==> src/rtl/ts_sample_pkg.sv <==
// Functional notes
// - Sample registers show the timestamp unit chosen by the unit pointer bit.
// - Nanoseconds register bit 30 reads 1 for rising edge, 0 for falling.
// - Nanoseconds register bits 29:0 hold the nanoseconds of the sample.
// - Seconds register holds all 32 bits of the sample seconds.
// - Three-bit phase tells which 8 ns slot of five in 40 ns.
// - Phase codes: 000=0, 001=8, 010=16, 011=24, 100=32 ns; others reserved.
// - Separate seventh and eighth records, read-only, reset to zero.
package ts_sample_pkg;
	localparam int ADDR_W = 12;
	localparam int NUM_UNITS = 2;
	localparam logic [11:0] OFS_S7_NS = 12'h59C;
	localparam logic [11:0] OFS_S7_SEC = 12'h5A0;
	localparam logic [11:0] OFS_S7_PHASE = 12'h5A4;
	localparam logic [11:0] OFS_S8_NS = 12'h5A8;
	localparam logic [11:0] OFS_S8_SEC = 12'h5AC;
	localparam logic [11:0] OFS_S8_PHASE = 12'h5B0;
	localparam int EDGE_BIT = 30;
	localparam int NS_W = 30;
	localparam int SEC_W = 32;
	localparam int PHASE_W = 3;
	localparam logic [31:0] RESET_VAL = 32'h00000000;
	localparam logic [2:0] PHASE_MAX = 3'h4;
	localparam int REC_W = 1 + NS_W + SEC_W + PHASE_W;
endpackage

==> src/rtl/ts_sample_store.sv <==
`timescale 1ns/1ps
// Holds the captured records of one sample index for every timestamp unit
module ts_sample_store (
	input wire logic ref_clk, // Clock
	input wire logic nrst, // Sync reset, active low
	input wire logic wr_en, // Capture strobe
	input wire logic wr_unit, // Unit being captured
	input wire logic [ts_sample_pkg::REC_W-1:0] wr_rec, // Record in
	input wire logic rd_unit, // Unit being shown
	output logic [ts_sample_pkg::REC_W-1:0] rd_rec // Registered record out
);
	typedef struct packed {
		logic [ts_sample_pkg::NUM_UNITS-1:0][ts_sample_pkg::REC_W-1:0] mem;
		logic [ts_sample_pkg::REC_W-1:0] rd;
	} store_type;
	store_type st_ff, nxt_st;

	always_comb begin
		nxt_st = st_ff;
		if (wr_en) begin
			nxt_st.mem[wr_unit] = wr_rec;
		end
		nxt_st.rd = nxt_st.mem[rd_unit];
		if (!nrst) begin
			nxt_st = '0;
		end
	end

	always_ff @(posedge ref_clk) begin
		st_ff <= nxt_st;
	end

	assign rd_rec = st_ff.rd;
endmodule // ts_sample_store

==> src/rtl/event_timestamp_sample_readout.sv <==
`timescale 1ns/1ps
module event_timestamp_sample_readout (
	input wire logic ref_clk, // 250 MHz clock
	input wire logic nrst, // Sync reset, active low
	input wire logic [ts_sample_pkg::ADDR_W-1:0] reg_addr, // Byte address
	input wire logic [31:0] reg_wdata, // Write data, ignored
	input wire logic reg_wr, // Write strobe
	input wire logic reg_rd, // Read strobe
	output logic [31:0] reg_rdata, // Read data, cycle after strobe
	input wire logic unit_pointer, // Unit index pointer bit
	input wire logic cap_valid, // Capture strobe from capture logic
	input wire logic cap_unit, // Unit that captured
	input wire logic cap_eighth, // 1 = eighth sample, 0 = seventh
	input wire logic cap_rising, // Captured edge was rising
	input wire logic [ts_sample_pkg::NS_W-1:0] cap_nanos, // Captured nanoseconds
	input wire logic [ts_sample_pkg::SEC_W-1:0] cap_secs, // Captured seconds
	input wire logic [ts_sample_pkg::PHASE_W-1:0] cap_phase // Captured slot phase
);
	localparam int NS_W = ts_sample_pkg::NS_W;
	localparam int SEC_W = ts_sample_pkg::SEC_W;
	localparam int PH_W = ts_sample_pkg::PHASE_W;
	localparam int REC_W = ts_sample_pkg::REC_W;

	// Field layout of one stored record, top bit first
	// The order must match the store's record width
	typedef struct packed {
		logic polarity;
		logic [NS_W-1:0] nanos;
		logic [SEC_W-1:0] secs;
		logic [PH_W-1:0] phase;
	} capture_rec_type;

	// Which register a read strobe addresses
	typedef enum {
		SEL_NONE,
		SEL_S7_NS,
		SEL_S7_SEC,
		SEL_S7_PHASE,
		SEL_S8_NS,
		SEL_S8_SEC,
		SEL_S8_PHASE
	} reg_sel_type;

	typedef struct packed {
		logic [31:0] rdata;
	} top_type;
	top_type st_ff, nxt_st;

	// One array entry per store, so each store output has a driver of its own
	logic [REC_W-1:0] rec_q [2];
	capture_rec_type cap_rec;
	logic [PH_W-1:0] safe_phase;
	capture_rec_type seventh_rec;
	capture_rec_type eighth_rec;
	reg_sel_type rd_sel;

	// Named fields of the records shown for the chosen unit
	logic seventh_capture_polarity;
	logic [NS_W-1:0] seventh_capture_nanos;
	logic [SEC_W-1:0] seventh_capture_secs;
	logic [PH_W-1:0] seventh_capture_slot_phase;
	logic eighth_capture_polarity;
	logic [NS_W-1:0] eighth_capture_nanos;
	logic [SEC_W-1:0] eighth_capture_secs;
	logic [PH_W-1:0] eighth_capture_slot_phase;

	// Register images
	logic [31:0] s7_ns_word;
	logic [31:0] s7_sec_word;
	logic [31:0] s7_ph_word;
	logic [31:0] s8_ns_word;
	logic [31:0] s8_sec_word;
	logic [31:0] s8_ph_word;

	// Reserved phase codes are forced to zero so software never sees them
	function automatic logic [2:0] legal_phase(input logic [2:0] code);
		legal_phase = (code > ts_sample_pkg::PHASE_MAX) ? 3'h0 : code;
	endfunction

	assign safe_phase = legal_phase(cap_phase);

	always_comb begin
		cap_rec = '0;
		cap_rec.polarity = cap_rising;
		cap_rec.nanos = cap_nanos;
		cap_rec.secs = cap_secs;
		cap_rec.phase = safe_phase;
	end

	genvar g;
	generate
		for (g = 0; g < 2; g++) begin : g_sample
			ts_sample_store u_store (
				.ref_clk(ref_clk),
				.nrst(nrst),
				.wr_en(cap_valid && (cap_eighth == 1'(g))),
				.wr_unit(cap_unit),
				.wr_rec(cap_rec),
				.rd_unit(unit_pointer),
				.rd_rec(rec_q[g])
			);
		end
	endgenerate

	// Unpack both records once so the register images read by field name
	assign seventh_rec = rec_q[0];
	assign eighth_rec = rec_q[1];

	assign seventh_capture_polarity = seventh_rec.polarity;
	assign seventh_capture_nanos = seventh_rec.nanos;
	assign seventh_capture_secs = seventh_rec.secs;
	assign seventh_capture_slot_phase = seventh_rec.phase;

	assign eighth_capture_polarity = eighth_rec.polarity;
	assign eighth_capture_nanos = eighth_rec.nanos;
	assign eighth_capture_secs = eighth_rec.secs;
	assign eighth_capture_slot_phase = eighth_rec.phase;

	// Bit 31 is reserved and always reads zero
	function automatic logic [31:0] ns_word(
		input logic rising,
		input logic [NS_W-1:0] nanos
	);
		ns_word = {1'b0, rising, nanos};
	endfunction

	function automatic logic [31:0] sec_word(
		input logic [SEC_W-1:0] secs
	);
		sec_word = secs;
	endfunction

	// Only the low three bits carry the slot; the rest is reserved
	function automatic logic [31:0] ph_word(
		input logic [PH_W-1:0] phase
	);
		ph_word = {29'h0000000, phase};
	endfunction

	// Only the exact word address of a register decodes; every other
	// address, including the upper bytes of a register, reads zero
	function automatic reg_sel_type decode_sel(
		input logic [ts_sample_pkg::ADDR_W-1:0] addr
	);
		decode_sel = SEL_NONE;
		unique case (addr)
			ts_sample_pkg::OFS_S7_NS: decode_sel = SEL_S7_NS;
			ts_sample_pkg::OFS_S7_SEC: decode_sel = SEL_S7_SEC;
			ts_sample_pkg::OFS_S7_PHASE: decode_sel = SEL_S7_PHASE;
			ts_sample_pkg::OFS_S8_NS: decode_sel = SEL_S8_NS;
			ts_sample_pkg::OFS_S8_SEC: decode_sel = SEL_S8_SEC;
			ts_sample_pkg::OFS_S8_PHASE: decode_sel = SEL_S8_PHASE;
			default: decode_sel = SEL_NONE;
		endcase
	endfunction

	assign rd_sel = decode_sel(reg_addr);

	assign s7_ns_word = ns_word(seventh_capture_polarity, seventh_capture_nanos);
	assign s7_sec_word = sec_word(seventh_capture_secs);
	assign s7_ph_word = ph_word(seventh_capture_slot_phase);
	assign s8_ns_word = ns_word(eighth_capture_polarity, eighth_capture_nanos);
	assign s8_sec_word = sec_word(eighth_capture_secs);
	assign s8_ph_word = ph_word(eighth_capture_slot_phase);

	// Writes are decoded nowhere: every register here is read-only, so
	// reg_wr and reg_wdata have no path into any state
	// Read data stand one cycle and then fall back to zero, so a late
	// sample of the bus never shows a stale word
	always_comb begin
		nxt_st = st_ff;
		nxt_st.rdata = ts_sample_pkg::RESET_VAL;
		if (reg_rd) begin
			unique case (rd_sel)
				SEL_S7_NS: nxt_st.rdata = s7_ns_word;
				SEL_S7_SEC: nxt_st.rdata = s7_sec_word;
				SEL_S7_PHASE: nxt_st.rdata = s7_ph_word;
				SEL_S8_NS: nxt_st.rdata = s8_ns_word;
				SEL_S8_SEC: nxt_st.rdata = s8_sec_word;
				SEL_S8_PHASE: nxt_st.rdata = s8_ph_word;
				SEL_NONE: nxt_st.rdata = ts_sample_pkg::RESET_VAL;
			endcase
		end
		if (!nrst) begin
			nxt_st.rdata = ts_sample_pkg::RESET_VAL;
		end
	end

	always_ff @(posedge ref_clk) begin
		st_ff <= nxt_st;
	end

	assign reg_rdata = st_ff.rdata;
endmodule // event_timestamp_sample_readout

==> config.mk <==
export PLATFORM = sky130hd
export DESIGN_NAME = event_timestamp_sample_readout
export DESIGN_NICKNAME = d
export VERILOG_FILES = /design/src/rtl/ts_sample_pkg.sv /design/src/rtl/ts_sample_store.sv /design/src/rtl/event_timestamp_sample_readout.sv
export SDC_FILE = /design/constraint.sdc
export NUM_CORES = 1
export LEC_CHECK = 0
export ABC_AREA = 1
export BUFFER_PORTS_ARGS = -buffer_cell sky130_fd_sc_hd__buf_2
export CAP_MARGIN = 0
export CORE_ASPECT_RATIO = 0.6
export CORE_MARGIN = 4
export CORE_UTILIZATION = 57
export DETAILED_ROUTE_END_ITERATION = 10
export PLACE_DENSITY = 0.77
export SLEW_MARGIN = 20
export SYNTH_ARGS = -nofsm -noshare
export SYNTH_HDL_FRONTEND = slang
export SYNTH_SLANG_ARGS = --single-unit
==> constraint.sdc <==
create_clock -name ref_clk -period 3 [get_ports ref_clk]
set_clock_uncertainty 0.15 [all_clocks]
set_input_delay 0.3 -clock ref_clk [delete_from_list [all_inputs] [get_ports ref_clk]]
set_output_delay 0.3 -clock ref_clk [all_outputs]
set_load 0.01 [all_outputs]
==> results by stage, run 1 <==
Floorplanning:
- The die covers 0.0322 sq mm.
- The die span in y is 141 um.
- The floorplan step defined a core boundary enclosing 0.0288 sq mm.
- The starting utilization of the core area is 0.580.
- The width of the chip is 229 um.
- The initialized floorplan defines 48 standard-cell rows.
- In this run the count of I/O pins placed on the die edge is 150.

STA:
- The headroom to the max-slew limit is 0.410.
- The actual transition at the worst max-transition pin is ~0.9 ns.
- The fmax is around 520 MHz.
- The total negative setup slack is 0 ns.
- The post-layout minimum cycle time is around 1.9 ns.
- Across all hold checks on the routed design, the worst slack comes to ~0.011 ns.
- Setup violations remaining at the end of the flow were counted as 0.
- The number of hold violations in the final report is 0.
- The final cycle utilization of the critical path is 0.638.
- Setup repair after global routing left no endpoint under its margin.
- The number of max-slew violations in the final report was 0.

Synth:
- By count the netlist is led by dfxtp_1 (428), nor2_1 (373), inv_1 (346), o21ai_0 (247), nand2_1 (241).
- The synthesized design spends more area on one cell type than any other, namely dfxtp_1.
- Dividing the synthesized area by the synthesized cell count gives roughly 7.4 sq um.
- By area the synthesized netlist is led by dfxtp_1 (51%), nor2_1 (8.4%), inv_1 (7.8%).
- Counting every net in the synthesized netlist gives between 2000 and 2500.
- The number of library cell types mapped by synthesis is 29.
- Of the post-synthesis cell area, the dominant cell type holds 0.513.
- Yosys instantiated no cell more often than dfxtp_1.
- The sequential fraction of the synthesis area is 0.513.
- The dominant synthesized flop cell is dfxtp_1.
- The synthesized design contains 0 enable-type register cells.
- Of all flip-flops after synthesis, the portion carrying an async set or reset was 0.
- The area of the mapped netlist is around 0.017 sq mm.
- The Yosys step of the flow raised 0 warnings.
- In this run, synthesis produced a sequential element count of 428.
- The number of instances in the synthesized netlist is 2270.

Clock network:
- Gates resized during post-CTS repair numbered 0.
- The H-tree depth reported by CTS is 2.
- For the worst-skew pair, the clock arrives at the later sink with an insertion delay of 0.55 ns.
- The total number of clock tree sinks is 428.
- The clock tree from TritonCTS is built.
- In this run the clock root is driven by a clkbuf_16.
- The number of post-CTS setup repair buffers is 0.
- Clock-pin slew was measured on the worst setup and hold paths at 0.07 ns.
- The number of buffers added to fix hold violations after cts is 16.
- The number of clock buffers inserted by TritonCTS is 38.
- The number of buffers on the longest clock path is 3.

GRT:
- The global route total overflow is 0.
- The global-route wire length before repair is between 70000 and 80000 um.
- The initial antenna violation count is 1.
- Entering global routing, the biggest net connects 100 pins.
- Across every metal layer, demand over resource in global routing totals 0.310.
- The via count of the first global-routing pass is between 10000 and 15000.

Detailed routing:
- The remaining number of nets flagged by the antenna check after routing is 0.
- The average wire per standard cell is approximately 19 um.
- In this run, the number of DRC markers left after iteration 0 of detailed routing was roughly 2000.
- The count of vias placed by the detailed router is roughly 15000.
- The routed via count divided by cell count is 5.63.
- The highest layer used for signal routing is met4.
- The residual DRC count is 0.
- The routed wire length on met3 is between 6000 and 7000 um.
- After detailed routing, the total wire length is 51600 um.
- Summed over all nets, wire length on met2 after detailed routing comes to 21700 um.
- In the final routing, the length of wire on met1 measures 22300 um.
- Before antenna repair, the detailed router went through 9 iterations.

Layout:
- From synthesis to final layout, the design area changed by 14.8%.
- After the last flow step, the layout net total stands at roughly 2400.
- In the final layout, the share of cells above drive strength 1 is 0.113.
- The number of antenna repair diodes is 0.

Placement:
- The quantity of I/O buffers inserted on ports is around 120.
- The post-DP HPWL is between 30000 and 40000 um.
- At the end of routability-driven placement, the weighted congestion stood at 0.935.

Critical path:
- Data arrives at the worst endpoint at roughly 2.2 ns.
- The count of buffer and inverter cells on the critical path is 4.
- In this run the register-to-register setup slack is 1.67 ns.
- The critical path is of the in -> reg type.
- The maximum single-stage delay on the critical path is ~0.53 ns.
- For the worst setup path, the data required time is 3.27 ns.
- In this run the worst setup path begins at unit_pointer.
- In this design, the largest share of critical-path delay is due to buffers and inverters.
- The startpoint identified for the worst register-to-register timing path is g_sample[1].u_store.st_ff[169]$_SDFF_PN0_.
- In this run the worst path has a maximum fanout of 60.
- Traced cell by cell, the critical path runs through dlygate4sd3_1, buf_2, inv_6, buf_12, o21ai_0, a21oi_1.
- On the critical path, the stage with the largest delay is an instance of dlygate4sd3_1.
- The sort of element at the end of the critical path is a flop.
- The kind of start point of the critical path is an input pin.

Flow run:
- Across the run, the number of max-cap violations was 0.

Pwr:
- The worst vdd rail ir drop is between 0.5 and 0.6 mV.
- The cell area power density is between 600 and 700 mW/mm^2.
- The standby leakage power is 7.66 nW.
- The final total power is 0.0125 W.

Min path:
- The path type of the worst min-delay path is in -> reg.
- The worst hold path startpoint is cap_nanos[1].

Run status:
- The flow ran to the end, and the final reports show no timing, DRC or antenna violations.
## registers in the layout, indices dropped and copies added (netlist names)
name                     cells
g_sample.u_store.rd_rec    132
reg_rdata                   32
g_sample.u_store.st_ff     264
## cell usage in the layout (no fill, tap or decap), drive strengths merged
cell type    instances
nand3               70
nand3b               1
clkinvlp             4
o22ai              126
clkinv              22
buf                159
bufinv               8
inv                354
nor3                 4
o211ai               2
a21boi               1
a21oi              223
nor2               379
o21a                 2
o21ai              247
mux2i                4
clkbuf              49
nand2              255
dfxtp              428
nand4                2
dlygate4sd3         16
## worst reg2reg max path: cells and delay by family (launching register included)
| family | cells | cell delay (ns) |
|---|---|---|
| flops | 1 | 0.31 |
| compound gates | 3 | 0.69 |
| buf+inv | 1 | 0.03 |
## logic make-up after synthesis
family,synth area share
DFF,0.513
buffers and inverters,0.122
AOI/OAI and AO/OA,0.192
and+or+nand+nor,0.171
muxes,0.00240
## area by class of cell
class,count,area [sq um]
flip-flops and latches,428,8570
fillers,2415,9650
clock buffers,49,1060
repair buffers,175,1240
multi-input cells,1316,6130
clock inverters,19,309
well taps,375,469
inverters,369,1400
## metal layers
| layer | GRT usage | up-vias |
|---|---|---|
| met2 | 0.455 | 847 |
| met4 | 0.103 | 0 |
| li1 | - | 7293 |
| met1 | 0.456 | 7091 |
| met3 | 0.0689 | 136 |
| met5 | 0 | - |
## worst paths after layout
path	to	cells after the start
worst max register to register	g_sample[1].u_store.rd_rec[37]$_SDFF_PN0_	4
worst min-delay path	g_sample[0].u_store.st_ff[168]$_SDFF_PN0_	5
worst max-delay path	g_sample[0].u_store.rd_rec[49]$_SDFF_PN0_	6
worst min register to register	reg_rdata[31]$_SDFF_PN0_	2
## through the flow
step           worst slack [ns]   util  std cells  instance area (sq um)
2_1_floorplan              1.40      -       2270                  16700
3_3_place_gp              0.697  0.612       2647                  17600
3_5_place_dp              0.636  0.612       2647                  17600
4_1_cts                    1.11  0.665       2731                  19200
5_1_grt                    1.05  0.665       2731                  19200
6_report                   1.08  0.665       2731                  19200
## where the power goes
| part | leakage [nW] | switching [W] | internal [W] |
|---|---|---|---|
| logic | 3.51 | 0.000710 | 0.000321 |
| clock network | 0.664 | 0.00221 | 0.00321 |
| registers | 3.49 | 0.000105 | 0.00590 |
Power figures use the tool's default switching activity.
==> run 2, diff against run 1 <==
ABC_AREA = 0   (was 1)
clock period = 1.85 ns   (was 3 ns; I/O delays follow)
==> results by stage, run 2 <==
Run status:
- The run finished with clean final reports.

Clock network:
- The number of buffers on the longest clock path is 3 (unchanged).
- The number of clock buffers inserted by TritonCTS was 39 (+2.6%).
- The clock slew at the register clock pins of the worst setup and hold paths is 0.07 ns (about the same).
- The clock tree from TritonCTS is built.
- The total number of clock tree sinks is 428 (unchanged).
- The cell sitting at the root of the clock tree is a clkbuf_16.
- The clock network latency to the later pin of the worst-skew pair is 0.54 ns (about the same).
- The number of post-CTS setup repair buffers is 0 (unchanged).
- The H-tree depth reported by CTS was 2 (unchanged).

GRT:
- The initial antenna violation count is 1 (unchanged).
- The global-route wire length before repair was 69800 um (-12%).
- The via count of the first global-routing pass is 12100 (-14%).
- The total routing usage reported by global routing is 0.293 (-0.0175).
- The maximum number of pins on one net before global-route repair is 140 (+40%).
- The global route total overflow is 0 (unchanged).

STA:
- Dividing the final minimum period by the clock period gives 0.942.
- Setup repair after global routing left no endpoint under its margin.
- The actual transition at the worst max-transition pin is 0.565 ns (-0.319 ns).
- The number of max-slew violations in the final report is 0 (unchanged).
- Static timing analysis puts the maximum clock frequency at 574 MHz.
- The worst setup margin is 0.107 ns (-0.977 ns).
- The post-layout minimum cycle time is 1.74 ns.
- The total negative setup slack is 0 ns (unchanged).
- The headroom to the max-slew limit is 0.620 (+0.210).
- The number of hold violations in the final report is 0 (unchanged).
- The count of final setup violators was 0 (unchanged).
- The worst-case hold slack was 0.0370 ns (+0.0258 ns).

Layout:
- The share of layout cells above drive strength 1 is 0.154 (+0.0406).
- The number of non-filler instances in the completed layout was 2165 (-21%).
- In the layout the commonest cells are dfxtp_1 (428), nand2_1 (265), nor2b_1 (137), mux2i_1 (133), a2bb2oi_1 (132).
- The most common library cell in the layout ignoring fill and taps is dfxtp_1.
- From synthesis to final layout, the design area changed by 22.1%.
- The number of antenna repair diodes is 0 (unchanged).
- The net total in the final layout came to 1887 (-23%).
- The register with the most flip-flops is g_sample.u_store.st_ff.
- The number of flip-flops in the largest register is 264 (unchanged).

Synth:
- The count of warnings emitted by yosys was 0 (unchanged).
- The number of instances in the synthesized netlist is 1599 (-30%).
- The dominant synthesized flop cell is dfxtp_1.
- The synthesized net count is 1717 (-28%).
- The number of synthesized register bits is 428 (unchanged).
- The post-synthesis area per instance is 9.97 sq um (+35%).
- The commonest cells after synthesis are dfxtp_1 (428), nand2_1 (265), nor2b_1 (138), mux2i_1 (133), a2bb2oi_1 (132).
- The area fraction of the dominant cell type after synthesis was 0.537 (+0.0247).
- The area of the mapped netlist is 0.0159 sq mm (-4.6%).
- Yosys attributes the largest share of cell area to dfxtp_1 (54%), mux2i_1 (8.4%), a2bb2oi_1 (7.3%).
- The fraction of registers with async set/reset is 0 (unchanged).
- Yosys instantiated no cell more often than dfxtp_1.
- The number of enable-type register cells in the synthesized netlist was 0 (unchanged).
- dfxtp_1 takes more of the synthesized area than any other cell.
- The number of library cell types mapped by synthesis came to 43 (+48%).
- The sequential fraction of the synthesis area is 0.537 (+0.0247).

Critical path:
- The maximum net fanout on the critical path is 4 (-93%).
- The count of buffer and inverter cells on the critical path is 3 (-1).
- STA classifies the critical path endpoint as a flop.
- The most used cell along the critical path is dlygate4sd3_1.
- The required time of the critical path came to 2.16 ns (-1.11 ns).
- The maximum single-stage delay on the critical path was 0.57 ns (+0.04 ns).
- The worst setup path is launched from an input pin.
- On the critical path, the stage with the largest delay is an instance of dlygate4sd3_1.
- The data arrival time of the critical path is 2.06 ns (-0.13 ns).
- In this design, the largest share of critical-path delay is due to buffers and inverters.
- The critical path is of the in -> reg type.
- The critical path goes through dlygate4sd3_1, buf_2, nor2b_2, nand2_1, dlygate4sd3_1, a21boi_1, a2bb2oi_1.

Detailed routing:
- The residual DRC count is 0 (unchanged).
- The total length of routed wires is 46100 um (-11%).
- The remaining number of nets flagged by the antenna check after routing was 0 (unchanged).
- The routed via count divided by cell count is 5.83 (+3.5%).
- The number of DRC markers after the initial detailed-route iteration is 1444 (-29%).
- The count of vias placed by the detailed router is 12600 (-18%).
- The average wire per standard cell was 21.3 um (+13%).
- The first-pass iteration count of the detailed router is 8 (-1).

Min path:
- The min-delay analysis places its worst path in the category in -> reg.

Placement:
- The pre-CTS setup slack was 0.0299 ns (-0.606 ns).
- The post-DP HPWL is 30200 um (-7.9%).
- The quantity of I/O buffers inserted on ports was 116 (unchanged).
- The cell total after placement is 2026 (-23%).
- The final weighted congestion in routability-driven placement is 0.968 (+3.5%).

Flow run:
- The max-capacitance violation count came to 0 (unchanged).

Pwr:
- The combinational power share was 0.079 (-0.004).
- The standby leakage power is 8.15 nW (+6.3%).
- The worst vdd rail ir drop was 0.742 mV (+40%).
- The final total power is 0.0202 W (+62%).
- The net switching power is 0.00457 W (+51%).
- The switching portion of total power is 0.227 (-0.0163).
- The design internal power is 0.0156 W (+65%).
- The cell area power density is 1040 mW/mm^2 (+59%).
- The sequential cell fraction of total power came to 0.485 (+0.003).
- The part of the total power dissipated in the clock network is 0.436 (about the same).

Floorplanning:
- The die span in y is 138 um (-2.2%).
- The core area came to 0.0276 sq mm (-4.3%).
- The total number of placement rows is 47 (-2.1%).
- The width of the chip was 224 um (-2.2%).
- The number of primary I/O pins was 150 (unchanged).
- The die area is 0.0308 sq mm (-4.4%).
- The starting utilization of the core area is 0.578 (-0.00159).
## run 2: changes by cell type in the layout (fill, tap and decap cells not counted), moves of 53 or more
cell,change
nor2_1,-370
inv_1,-345
o21ai_0,-186
a21oi_1,-175
nor2b_1,+137
a2bb2oi_1,+132
mux2i_1,+129
o22ai_1,-124
a21boi_1,+100
nand3_1,-67
dlygate4sd3_1,+53
## run 2: stage by stage
step	utilization	area [sq um]
after floorplan	-	15900
after global placement	0.629	17300
after detailed placement	0.629	17300
after CTS	0.705	19500
after global routing	0.706	19500
final	0.706	19500
## run 2: power by group through the flow
| stage | registers (W) | logic (W) | clock network [W] |
|---|---|---|---|
| final | 0.00978 | 0.00159 | 0.00879 |
| after global routing | 0.00980 | 0.00170 | 0.00923 |
| after CTS | 0.00977 | 0.00156 | 0.00885 |
| after detailed placement | 0.00997 | 0.00144 | 0 |
| after global placement | 0.00997 | 0.00141 | 0 |
| after floorplan | 0.00985 | 0.000904 | 0 |
## run 2: final timing paths
path	from	to	slack [ns]	cells after the start
setup / recovery	cap_phase[2]	g_sample[0].u_store.rd_rec[0]$_SDFF_PN0_	0.11	7
hold reg to reg	g_sample[1].u_store.st_ff[123]$_SDFF_PN0_	g_sample[1].u_store.st_ff[123]$_SDFF_PN0_	0.31	2
hold / removal	unit_pointer	g_sample[1].u_store.rd_rec[52]$_SDFF_PN0_	0.04	3
setup reg to reg	g_sample[1].u_store.rd_rec[44]$_SDFF_PN0_	reg_rdata[9]$_SDFF_PN0_	0.36	5
## run 2: routing by layer
metal / vias to the layer above / share of wire / track usage
li1: 5899 / - / -
met1: 6115 / 0.45 / 0.420
met2: 507 / 0.43 / 0.434
met3: 89 / 0.093 / 0.0818
met4: 2 / 0.027 / 0.0862
met5: - / 0.00028 / 0
## run 2: worst reg2reg max path: stages (launching register included)
cell	delay [ns]
dfxtp_1	0.38
nand3b_1	0.11
nor4_1	0.38
buf_4	0.20
a21oi_1	0.03
a21oi_1	0.16
## run 2: area by class of cell
cell class	count	area, sq um
fill	1994	8120
clock buffer	57	1220
clock inverter	13	201
multi-input combinational	1034	6800
sequential	428	8570
tap	367	459
timing repair buffer	266	2210
## run 2: logic make-up after synthesis
kind of cell / share of synthesized area
AND/OR/NAND/NOR: 0.164
flip-flops: 0.537
AO/OA/AOI/OAI: 0.176
buffers and inverters: 0.0376
multiplexers: 0.0849
## run 2: repair_timing
action,CTS,global route
gates resized for setup,0,1
hold endpoints to repair,388,0
hold buffers,69,0
setup endpoints to repair,0,1
